## src/verilog/tc_burn_pkg.sv

```systemverilog
/*
  Constants, field layouts and carrier types for the time code window overlay.
  Assumes one 40 MHz system clock and a luma-only pixel stream on that clock.
*/
`default_nettype none
package tc_burn_pkg;
  // ----------------------------------------------------------------------
  // Register map (byte addresses)
  // ----------------------------------------------------------------------
  localparam logic [3:0] A_CTRL = 4'h0;
  localparam logic [3:0] A_SYNC = 4'h4;
  localparam logic [3:0] A_STAT = 4'h8;
  localparam logic [3:0] A_TC   = 4'hc;

  // Control register layout, bit 0 upward: on, size, vpos, hpos, colour, reference.
  typedef struct packed {
    logic [1:0] pos_ref;
    logic [1:0] color;
    logic [2:0] hpos;
    logic [2:0] vpos;
    logic       size;
    logic       on;
  } ctrl_t;
  localparam ctrl_t CTRL_RST = 12'h000;

  // Positional reference codes.
  localparam logic [1:0] PR_LTC  = 2'h0;
  localparam logic [1:0] PR_VITC = 2'h1;
  localparam logic [1:0] PR_AUTO = 2'h2;
  localparam logic [1:0] PR_GEN  = 2'h3;

  // Menu items: 0 clock source, 1 sample rate, 2 small pull, 3 large pull,
  // 4 word clock multiple, 5 insert on, 6 read lines, 7 write lines, 8 overlay.
  localparam logic [3:0]        P_LAST    = 4'h8;
  localparam logic [3:0]        P_WLINE   = 4'h7;
  localparam logic [31:0]       CFG_RST   = 32'h4000_0000;
  localparam logic [8:0][3:0]   PARAM_CNT = 36'h2_8_9_2_2_3_3_6_2;
  localparam logic [8:0][63:0]  NAME_SEG  = {
    64'h7c1c5054_79547700, 64'h7d795400_38065479, 64'h505e5000_38065479,
    64'h3e060739_0006546d, 64'h7c776d79_39383f39, 64'h731c3838_50077966,
    64'h731c3838_50077906, 64'h6d733800_71507939, 64'h5e067d00_50797100};

  // ----------------------------------------------------------------------
  // Picture geometry and character cell
  // ----------------------------------------------------------------------
  localparam logic [9:0] PIC_W   = 10'd720;
  localparam logic [8:0] PIC_H   = 9'd480;
  localparam logic [8:0] V_STEP  = 9'd48;
  localparam logic [9:0] WIN_W   = 10'd64;
  localparam logic [8:0] WIN_H   = 9'd12;
  localparam logic [4:0][9:0] H_CENTER = {10'd648, 10'd504, 10'd360, 10'd216, 10'd72};
  localparam logic [7:0] LUMA_WHITE = 8'heb;
  localparam logic [7:0] LUMA_BLACK = 8'h10;

  // ----------------------------------------------------------------------
  // Timing
  // ----------------------------------------------------------------------
  localparam int unsigned CLK_HZ   = 40_000_000;
  localparam int unsigned LOSS_MS  = 100;
  localparam int unsigned LOSS_CYC = LOSS_MS * (CLK_HZ / 1000);

  // Key bit positions.
  localparam int K_SEL = 0;
  localparam int K_UP  = 1;
  localparam int K_DN  = 2;

  typedef enum logic [2:0] {
    M_IDLE   = 3'b001,
    M_BROWSE = 3'b010,
    M_EDIT   = 3'b100
  } menu_t;

  typedef struct packed {
    logic       sof;
    logic       sol;
    logic       valid;
    logic [7:0] luma;
  } vid_t;
endpackage
`default_nettype wire

```

## src/verilog/timecode_window_burn_overlay.sv

```systemverilog
/*
  Time code window overlay with front panel menu and synchroniser settings.
  Assumes the pixel stream and time code inputs come from logic on clk_sys;
  keys, reader activity and stored line setting are asynchronous pins.
*/
// Added by the designer: the register addresses and the Avalon-MM interface to the registers.
// Functional notes
// - Overlay shows hh:mm:ss:ff window when enabled.
// - Displayed code follows selected positional reference.
// - Overlay only appears on present incoming video.
// - Size selects small or large window.
// - Vertical position 10% to 50% from bottom.
// - Five horizontal positions, far left to far right.
// - Four colour modes, boxed or transparent.
// - Colour defaults to white on black.
// - Keys edit every menu item, overlay included; all also via bus.
// - Select enters browsing; up/down step parameters.
// - Select shows value, up/down cycle, select commits.
// - Display shows fixed abbreviated parameter names.
// - Every passing frame gets the window burned in.
// - Two pull settings, small and large.
// - Word clock output base or 256x.
// - Base rate 44.1 or 48 kHz family.
// - Insert only with video and permitting mode.
// - Read lines fixed pair or automatic scan.
// - Write line pair selectable, default 14/16.
// - Write line pair kept in non-volatile storage.
// - Digital clock from AES/EBU or word clock.
// - Never insert while reading or VITC reference.
`timescale 1ns/1ps
`default_nettype none
module timecode_window_burn_overlay #(
  parameter int unsigned LOSS_CYC = tc_burn_pkg::LOSS_CYC
) (
  input  wire logic              clk_sys,
  input  wire logic              arst_n,
  input  wire logic [3:0]        avs_address,
  input  wire logic              avs_read,
  input  wire logic              avs_write,
  input  wire logic [3:0]        avs_byteenable,
  input  wire logic [31:0]       avs_writedata,
  output logic      [31:0]       avs_readdata,
  output logic                   avs_waitrequest,
  input  wire tc_burn_pkg::vid_t vid_in,
  output tc_burn_pkg::vid_t      vid_out,
  input  wire logic [31:0]       tc_ltc,
  input  wire logic [31:0]       tc_vitc,
  input  wire logic [31:0]       tc_gen,
  input  wire logic [2:0]        keys,
  input  wire logic              vitc_reading,
  input  wire logic              nv_valid,
  input  wire logic [3:0]        nv_line,
  output logic                   nv_write,
  output logic      [3:0]        nv_data,
  output logic      [63:0]       disp_seg,
  output logic                   vertical_code_insert_on,
  output logic      [3:0]        vertical_code_write_lines,
  output logic      [3:0]        read_line_sel,
  output logic      [1:0]        small_pull_select,
  output logic      [1:0]        large_pull_select,
  output logic                   word_clock_out_multiple,
  output logic                   base_rate_48k,
  output logic                   digital_clock_source
);
  // ----------------------------------------------------------------------
  // State and helpers
  // ----------------------------------------------------------------------
  typedef struct packed {
    logic               ack;
    logic [31:0]        rdata;
    tc_burn_pkg::ctrl_t ctrl;
    logic [7:0][3:0]    cfg;
    tc_burn_pkg::menu_t ms;
    logic [3:0]         midx;
    logic [3:0]         mval;
    logic [2:0]         k1;
    logic [2:0]         k2;
    logic [2:0]         k3;
    logic               vr1;
    logic               vr2;
    logic [4:0]         nv1;
    logic [4:0]         nv2;
    logic [1:0]         ld;
    logic [9:0]         h;
    logic [8:0]         v;
    logic               seen;
    logic [21:0]        lcnt;
    tc_burn_pkg::vid_t  vout;
    logic [63:0]        disp;
    logic               nvw;
    logic [3:0]         nvd;
  } state_t;
  localparam state_t ST_RST = '{ms: tc_burn_pkg::M_IDLE, cfg: tc_burn_pkg::CFG_RST,
                                ctrl: tc_burn_pkg::CTRL_RST, default: '0};

  state_t st_reg;
  state_t st_next;

  // Segment pattern, gfedcba, for a decimal digit; other codes blank.
  function automatic logic [6:0] seg7(input logic [3:0] d);
    case (d)
      4'h0: seg7 = 7'h3f;
      4'h1: seg7 = 7'h06;
      4'h2: seg7 = 7'h5b;
      4'h3: seg7 = 7'h4f;
      4'h4: seg7 = 7'h66;
      4'h5: seg7 = 7'h6d;
      4'h6: seg7 = 7'h7d;
      4'h7: seg7 = 7'h07;
      4'h8: seg7 = 7'h7f;
      4'h9: seg7 = 7'h6f;
      default: seg7 = 7'h00;
    endcase
  endfunction

  // Whether a cell pixel lies on a lit stroke of a seven-segment glyph.
  function automatic logic glyph(input logic [6:0] s, input logic [2:0] x,
                                 input logic [3:0] y);
    logic top;
    logic bot;
    logic mid;
    top = (y >= 4'd1) && (y <= 4'd6);
    bot = (y >= 4'd6) && (y <= 4'd10);
    mid = (x >= 3'd1) && (x <= 3'd6);
    glyph = (s[0] && y == 4'd1 && mid) || (s[1] && x == 3'd6 && top) ||
            (s[2] && x == 3'd6 && bot) || (s[3] && y == 4'd10 && mid) ||
            (s[4] && x == 3'd1 && bot) || (s[5] && x == 3'd1 && top) ||
            (s[6] && y == 4'd6 && mid);
  endfunction

  // Byte-lane merge of a bus write into an old register value.
  function automatic logic [31:0] merge(input logic [31:0] o, input logic [31:0] w,
                                        input logic [3:0] be);
    for (int b = 0; b < 4; b++) begin
      o[8*b +: 8] = be[b] ? w[8*b +: 8] : o[8*b +: 8];
    end
    merge = o;
  endfunction

  // ----------------------------------------------------------------------
  // Source selection, video presence and window geometry
  // ----------------------------------------------------------------------
  logic [31:0] tc_sel;
  logic        present;
  logic [9:0]  nh;
  logic [8:0]  nv;
  logic [9:0]  ww;
  logic [8:0]  wh;
  logic [9:0]  xl;
  logic [8:0]  yt;
  logic [9:0]  dx;
  logic [8:0]  dy;
  logic        inwin;
  logic [8:0]  px;
  logic [3:0]  cy;
  logic [3:0]  digit;
  logic        hit;
  logic        ins_ok;
  logic [2:0]  kedge;
  logic        wr_go;
  logic [63:0] disp_tc;
  logic [3:0]  cur;
  logic [2:0]  vsel;
  logic [2:0]  hsel;

  // Time code from whichever positional reference is selected.
  always_comb begin
    unique case (st_reg.ctrl.pos_ref)
      tc_burn_pkg::PR_LTC:  tc_sel = tc_ltc;
      tc_burn_pkg::PR_VITC: tc_sel = tc_vitc;
      tc_burn_pkg::PR_AUTO: tc_sel = st_reg.vr2 ? tc_vitc : tc_ltc;
      tc_burn_pkg::PR_GEN:  tc_sel = tc_gen;
    endcase
  end

  // Coordinates of the pixel now arriving and the window it is tested against.
  assign present = st_reg.seen && (st_reg.lcnt < 22'(LOSS_CYC));
  assign nh      = (vid_in.sof || vid_in.sol) ? 10'd0 : st_reg.h + 10'd1;
  assign nv      = vid_in.sof ? 9'd0 : (vid_in.sol ? st_reg.v + 9'd1 : st_reg.v);
  assign ww      = st_reg.ctrl.size ? {tc_burn_pkg::WIN_W[8:0], 1'b0}
                                    : tc_burn_pkg::WIN_W;
  assign wh      = st_reg.ctrl.size ? {tc_burn_pkg::WIN_H[7:0], 1'b0}
                                    : tc_burn_pkg::WIN_H;
  assign vsel    = (st_reg.ctrl.vpos > 3'd4) ? 3'd4 : st_reg.ctrl.vpos;
  assign hsel    = (st_reg.ctrl.hpos > 3'd4) ? 3'd4 : st_reg.ctrl.hpos;
  assign xl      = tc_burn_pkg::H_CENTER[hsel] - {1'b0, ww[9:1]};
  assign yt      = 9'(tc_burn_pkg::PIC_H - 9'(tc_burn_pkg::V_STEP * 9'(vsel + 3'd1)) - wh);
  assign dx      = nh - xl;
  assign dy      = nv - yt;
  assign inwin   = (nh >= xl) && (dx < ww) && (nv >= yt) && (dy < wh);
  assign px      = st_reg.ctrl.size ? dx[9:1] : dx[8:0];
  assign cy      = st_reg.ctrl.size ? dy[4:1] : dy[3:0];
  assign digit   = 4'(tc_sel >> {~px[5:3], 2'b00});
  assign hit     = glyph(seg7(digit), px[2:0], cy);

  // Insertion is allowed only with video and a mode that is not reading it.
  assign ins_ok  = present && !st_reg.vr2 && (st_reg.ctrl.pos_ref != tc_burn_pkg::PR_VITC)
                   && (st_reg.ctrl.pos_ref != tc_burn_pkg::PR_AUTO);

  assign kedge   = st_reg.k2 & ~st_reg.k3;
  assign wr_go   = st_reg.ack && avs_write;
  assign cur     = (st_reg.midx == tc_burn_pkg::P_LAST) ? {3'b000, st_reg.ctrl.on}
                                                        : st_reg.cfg[st_reg.midx[2:0]];

  // Time code digits for the idle display, most significant on the left.
  for (genvar i = 0; i < 8; i++) begin : g_disp
    assign disp_tc[8*i +: 8] = {1'b0, seg7(tc_sel[4*i +: 4])};
  end

  // ----------------------------------------------------------------------
  // Next state
  // ----------------------------------------------------------------------
  // Bus slave, menu, synchronisers, stored line load and pixel path.
  always_comb begin
    logic [31:0] m;
    m       = '0;
    st_next = st_reg;
    st_next.k1  = keys;
    st_next.k2  = st_reg.k1;
    st_next.k3  = st_reg.k2;
    st_next.vr1 = vitc_reading;
    st_next.vr2 = st_reg.vr1;
    st_next.nv1 = {nv_valid, nv_line};
    st_next.nv2 = st_reg.nv1;
    // Stored write line pair is restored once its synchroniser has settled.
    if (st_reg.ld != 2'd3) begin
      st_next.ld = st_reg.ld + 2'd1;
    end
    if (st_reg.ld == 2'd2 && st_reg.nv2[4] && st_reg.nv2[3:0] < 4'd8) begin
      st_next.cfg[7] = st_reg.nv2[3:0];
    end
    // Menu walk: browse names, edit a value, commit on select.
    unique case (st_reg.ms)
      tc_burn_pkg::M_IDLE: begin
        if (kedge[tc_burn_pkg::K_SEL]) begin
          st_next.ms   = tc_burn_pkg::M_BROWSE;
          st_next.midx = 4'h0;
        end
      end
      tc_burn_pkg::M_BROWSE: begin
        if (kedge[tc_burn_pkg::K_SEL]) begin
          st_next.ms   = tc_burn_pkg::M_EDIT;
          st_next.mval = cur;
        end else if (kedge[tc_burn_pkg::K_UP]) begin
          st_next.midx = (st_reg.midx == tc_burn_pkg::P_LAST) ? 4'h0 : st_reg.midx + 4'h1;
        end else if (kedge[tc_burn_pkg::K_DN]) begin
          st_next.midx = (st_reg.midx == 4'h0) ? tc_burn_pkg::P_LAST : st_reg.midx - 4'h1;
        end
      end
      tc_burn_pkg::M_EDIT: begin
        if (kedge[tc_burn_pkg::K_SEL]) begin
          st_next.ms = tc_burn_pkg::M_IDLE;
          if (st_reg.midx == tc_burn_pkg::P_LAST) begin
            st_next.ctrl.on = st_reg.mval[0];
          end else begin
            st_next.cfg[st_reg.midx[2:0]] = st_reg.mval;
          end
        end else if (kedge[tc_burn_pkg::K_UP]) begin
          st_next.mval = (st_reg.mval == tc_burn_pkg::PARAM_CNT[st_reg.midx] - 4'h1)
                         ? 4'h0 : st_reg.mval + 4'h1;
        end else if (kedge[tc_burn_pkg::K_DN]) begin
          st_next.mval = (st_reg.mval == 4'h0)
                         ? tc_burn_pkg::PARAM_CNT[st_reg.midx] - 4'h1 : st_reg.mval - 4'h1;
        end
      end
    endcase
    // Bus: answer one cycle after the request, write lands at the answer edge.
    st_next.ack = (avs_read || avs_write) && !st_reg.ack;
    if (st_next.ack) begin
      unique case (avs_address)
        tc_burn_pkg::A_CTRL: st_next.rdata = {20'h0, st_reg.ctrl};
        tc_burn_pkg::A_SYNC: st_next.rdata = st_reg.cfg;
        tc_burn_pkg::A_STAT: st_next.rdata = {22'h0, st_reg.vr2, st_reg.midx, st_reg.ms,
                                              vertical_code_insert_on, present};
        tc_burn_pkg::A_TC:   st_next.rdata = tc_sel;
        default:             st_next.rdata = 32'h0;
      endcase
    end
    if (wr_go && avs_address == tc_burn_pkg::A_CTRL) begin
      m = merge({20'h0, st_reg.ctrl}, avs_writedata, avs_byteenable);
      st_next.ctrl = tc_burn_pkg::ctrl_t'(m[11:0]);
      if (m[4:2] > 3'd4) st_next.ctrl.vpos = st_reg.ctrl.vpos;
      if (m[7:5] > 3'd4) st_next.ctrl.hpos = st_reg.ctrl.hpos;
    end
    if (wr_go && avs_address == tc_burn_pkg::A_SYNC) begin
      m = merge(st_reg.cfg, avs_writedata, avs_byteenable);
      for (int j = 0; j < 8; j++) begin
        if (m[4*j +: 4] < tc_burn_pkg::PARAM_CNT[j]) st_next.cfg[j] = m[4*j +: 4];
      end
    end
    // Write line changes are handed to non-volatile storage.
    st_next.nvw = (st_reg.ld == 2'd3) && (st_next.cfg[7] != st_reg.cfg[7]);
    st_next.nvd = st_next.cfg[7];
    // Display: time code, parameter name or edited value.
    unique case (st_next.ms)
      tc_burn_pkg::M_IDLE:   st_next.disp = disp_tc;
      tc_burn_pkg::M_BROWSE: st_next.disp = tc_burn_pkg::NAME_SEG[st_next.midx];
      tc_burn_pkg::M_EDIT:   st_next.disp = {56'h0, 1'b0, seg7(st_next.mval)};
    endcase
    // Raster counters and video presence.
    if (st_reg.lcnt != 22'h3fffff) st_next.lcnt = st_reg.lcnt + 22'h1;
    if (vid_in.valid) begin
      st_next.h = nh;
      st_next.v = nv;
      if (vid_in.sof) begin
        st_next.seen = 1'b1;
        st_next.lcnt = 22'h0;
      end
    end
    // Pixel path: burn every frame while enabled and video is present.
    st_next.vout = vid_in;
    if (vid_in.valid && st_reg.ctrl.on && present && inwin) begin
      if (hit) begin
        st_next.vout.luma = st_reg.ctrl.color[0] ? tc_burn_pkg::LUMA_BLACK
                                                 : tc_burn_pkg::LUMA_WHITE;
      end else if (!st_reg.ctrl.color[1]) begin
        st_next.vout.luma = st_reg.ctrl.color[0] ? tc_burn_pkg::LUMA_WHITE
                                                 : tc_burn_pkg::LUMA_BLACK;
      end
    end
  end

  // State register.
  always_ff @(posedge clk_sys or negedge arst_n) begin
    if (!arst_n) begin
      st_reg <= ST_RST;
    end else begin
      st_reg <= st_next;
    end
  end

  // ----------------------------------------------------------------------
  // Outputs
  // ----------------------------------------------------------------------
  // Bus handshake from the request and st_reg.ack; settings straight from the state register, except insert on, which is gated by ins_ok.
  assign avs_waitrequest           = (avs_read || avs_write) && !st_reg.ack;
  assign avs_readdata              = st_reg.rdata;
  assign vid_out                   = st_reg.vout;
  assign disp_seg                  = st_reg.disp;
  assign nv_write                  = st_reg.nvw;
  assign nv_data                   = st_reg.nvd;
  assign vertical_code_insert_on   = st_reg.cfg[5][0] && ins_ok;
  assign vertical_code_write_lines = st_reg.cfg[7];
  assign read_line_sel             = st_reg.cfg[6];
  assign small_pull_select         = st_reg.cfg[2][1:0];
  assign large_pull_select         = st_reg.cfg[3][1:0];
  assign word_clock_out_multiple   = st_reg.cfg[4][0];
  assign base_rate_48k             = st_reg.cfg[1][0];
  assign digital_clock_source      = st_reg.cfg[0][0];
endmodule
`default_nettype wire

```

## config.mk

```make
export PLATFORM = sky130hd
export DESIGN_NAME = timecode_window_burn_overlay
export DESIGN_NICKNAME = d
export VERILOG_FILES = /design/src/verilog/tc_burn_pkg.sv /design/src/verilog/timecode_window_burn_overlay.sv
export SDC_FILE = /design/constraint.sdc
export NUM_CORES = 1
export LEC_CHECK = 0
export BUFFER_PORTS_ARGS = -buffer_cell sky130_fd_sc_hd__buf_2
export CELL_PAD_IN_SITES_DETAIL_PLACEMENT = 0
export CELL_PAD_IN_SITES_GLOBAL_PLACEMENT = 1
export CORE_UTILIZATION = 34
export DETAILED_ROUTE_END_ITERATION = 16
export PLACE_DENSITY_LB_ADDON = 0.1
export SLEW_MARGIN = 20
export SYNTH_ARGS = -nofsm -noshare
export SYNTH_HDL_FRONTEND = slang
export SYNTH_SLANG_ARGS = --single-unit
```

## constraint.sdc

```tcl
create_clock -name clk_sys -period 5.6 [get_ports clk_sys]
set_input_delay 0.56 -clock clk_sys [delete_from_list [all_inputs] [get_ports clk_sys]]
set_output_delay 0.56 -clock clk_sys [all_outputs]
set_load 0.1 [all_outputs]
```

==> run metrics <==
Max Clock Freq between 0.15 and 0.2 GHz; Setup crit start kind flop; Ys Warns 0; height of the die 224 um; Clock Latency Late Sink 0.59 ns; 1st-pass router iterations 8; Max Slew Vio Count 0; Pwr per Cell Area roughly 510 nW/um2; layout cells sized above 1 22.2%; Port Buffers 280; Setup Buffers After CTS 0; reg2reg end vid_out[3]; worst setup path end vid_out[3]; Slew HR a little over a quarter; vias per inst 5.43; io pins between 200 and 300; async set-reset flop share out of synthesis 100%; Tmin final approximately 5.2 ns; Reg2Reg Launch Point st_reg[112]; Die Area 50100 um2; Nets about 2300; Cell variety after synth 89; antenna violations before repair 6; Initial Util 34.7%; power share of the sequential group 24.9%; pin count of the biggest net entering global routing 142; DRC viols 0; Largest register FFs 94; Cells after Synth 1932; vias in the first global route ~15000; Final Core Density 39.5%; hold path cells 1; H-tree levels 1; FF-to-FF path depth 21; Detailed Place HPWL 47600 um; ys flop type dfrtp_1; grt total ovfl 0; worst-path fanout max 7; Final Hold Vio Count 0; status finished clean; Clock Path Buffers 3; WS Path Type reg2reg; Routed Antenna Nets 0; HP Class in2reg; CP required 6.05 ns; fin crit share 92.0%; final hold slack 0.0769 ns; Static Leakage just under 9 nW; reg2reg setup slack 0.45 ns; Yosys reg bits 222; syn avg cell area 8.66 um2; area grow syn2layout 13.7%; CTS tree done; Clock Skews 0.0123 ns; RD Place Congestion between 0.8 and 0.9; Post-synth EDFFs 0; max-cap violations 0; WP data arrival 5.60 ns; root buffer cell clkbuf_16; via count 14900; Clock power frac between 20% and 30%; die outline width 224 um; P_int 4.49 mW; Synth Cell Area approximately 17000 um2; total CTS buffers 28; Seq/Total Area, Yosys 33.2%; Net Sw Frac 53.7%; total wire length 61800 um; first-pass GRT wire length 92000 um; type of destination of the critical path flop; Core ar. 48100 um2; GRT Util Overall approximately a quarter; worst slew pin tran 1.10 ns; power share of the combinational group 55.0%; setup tns final 0 ns; Max IR drop VDD 0.291 mV; Worst-path clk slew 0.06 ns; final setup vio count 0; Tot Pwr slightly below 10 mW; # clock sinks between 200 and 250; crit path from st_reg[112]; Site Rows 80; RSZ-0062 raised after global routing false; Starting DRT DRC Count roughly 1200; DR WL/cell 22.5 um; Net Sw Power 5.20 mW
-- power by group through the flow --
stage	combinational, mW	sequential, mW	clock [mW]
floorplan	4.36	2.26	0
global placement	5.30	2.44	0
detailed placement	5.30	2.45	0
CTS	5.32	2.42	2.00
global route	5.70	2.46	2.06
finish	5.33	2.42	1.94
-- placed cells by master, fill, tap and decap left out, drive strengths merged, types with 30 or more instances in the layout --
master,synthesis,routed
nor2,177,177
o21ai,128,128
dfrtp,220,220
a21oi,118,118
mux2i,53,53
nand2,163,163
ha,109,109
a22oi,34,34
buf,150,321
nor3,31,31
xor2,36,36
mux2,49,49
inv,76,76
nand3,54,54
a21o,30,30
clkbuf,72,38
o22ai,46,46
-- logic make-up after synthesis --
kind of cell / synth area share, %
AO/OA/AOI/OAI: 21.6
multiplexers: 7.02
buffers and inverters: 9.72
flip-flops: 33.2
XOR/XNOR: 3.04
AND/OR/NAND/NOR: 17.1
adder cells (fa/ha/maj): 8.27
other: 0.0224
-- cells in the mapped netlist, types with 7 or more instances --
| master | number | area (um2) |
|---|---|---|
| a211oi_1 | 25 | 188 |
| xnor2_1 | 22 | 193 |
| buf_2 | 15 | 75.1 |
| buf_4 | 125 | 938 |
| o22ai_1 | 46 | 288 |
| mux2i_1 | 51 | 510 |
| a222oi_1 | 12 | 120 |
| o211ai_1 | 12 | 90.1 |
| and3_1 | 17 | 106 |
| nor2b_1 | 25 | 156 |
| nor3b_1 | 13 | 97.6 |
| dfrtp_1 | 220 | 5510 |
| and2_1 | 15 | 93.8 |
| o21ai_0 | 118 | 591 |
| nand2_1 | 163 | 612 |
| a22o_1 | 12 | 105 |
| nand4_1 | 9 | 56.3 |
| nand3b_1 | 9 | 67.6 |
| ha_1 | 109 | 1360 |
| clkbuf_1 | 72 | 270 |
| buf_1 | 8 | 30.0 |
| or2_2 | 14 | 87.6 |
| nand3_1 | 54 | 270 |
| a31o_2 | 7 | 61.3 |
| nor4_1 | 11 | 68.8 |
| a21o_1 | 30 | 225 |
| a21oi_1 | 118 | 591 |
| nor2_1 | 176 | 661 |
| xor2_1 | 36 | 315 |
| nand2b_1 | 18 | 113 |
| or3_1 | 13 | 81.3 |
| a31oi_1 | 16 | 100 |
| mux2_2 | 47 | 529 |
| o221ai_1 | 14 | 123 |
| nor3_1 | 31 | 155 |
| o32ai_1 | 17 | 149 |
| a22oi_1 | 34 | 255 |
| o21ai_1 | 10 | 50.1 |
| o21a_1 | 15 | 113 |
| inv_1 | 76 | 285 |
-- final cells by class --
cell class / instances / area [um2]
repair buffers: 322 / 1740
multi-input cells: 1420 / 9630
diodes: 1 / 2.50
well taps: 656 / 821
fillers: 4932 / 29100
clock inverters: 12 / 174
inverters: 76 / 285
flip-flops and latches: 222 / 5560
clock buffers: 38 / 808
-- what timing repair did --
action                     4_1_cts  5_1_grt
hold buffers                     1        0
setup endpoints to repair        0        7
hold endpoints to repair         5        0
resized for setup                0        6
-- worst max-delay path, stage by stage (launching register included) --
cell and delay, ns:
dfrtp_1 0.46, ha_2 0.28, nand3_1 0.10, xor2_1 0.15
nor2_1 0.17, inv_1 0.08, fa_1 0.45, xnor2_2 0.17
mux2i_1 0.26, nor3b_4 0.09, nor2_2 0.13, mux4_2 0.57
a21o_1 0.25, inv_1 0.13, ha_1 0.18, o21ai_0 0.08
or4b_1 0.51, o211ai_1 0.14, o311a_1 0.25, nand2b_1 0.10
a211oi_4 0.33, o21ai_1 0.12
-- how the worst min path moves through the flow --
stage | from | end | slack [ns]
floorplan | arst_n | avs_readdata[0] | 0.26
global placement | st_next[134] | st_reg[134] | 0.33
detailed placement | st_next[128] | st_reg[128] | 0.34
CTS | nv_line[1] | st_next[125] | 0.05
global route | nv_line[3] | st_next[127] | 0.05
finish | nv_line[1] | st_next[125] | 0.08
-- routing by layer --
layer / up-vias / GRT usage (%) / part of all wire [%]
li1: 7105 / - / -
met1: 7285 / 32.4 / 45
met2: 446 / 39.9 / 46
met3: 72 / 4.91 / 6.3
met4: 8 / 6.96 / 2.6
met5: - / 0 / 0.079
-- through the flow --
| stage | setup slack, ns | area (um2) | std cells |
|---|---|---|---|
| 2_1_floorplan | 0.207 | 16800 | 1940 |
| 3_3_place_gp | 0.387 | 18000 | 2695 |
| 3_5_place_dp | 0.201 | 18000 | 2695 |
| 4_1_cts | 0.265 | 19000 | 2746 |
| 5_1_grt | 0.0256 | 19000 | 2746 |
| 6_report | 0.449 | 19000 | 2747 |
Power figures use the tool's default switching activity.
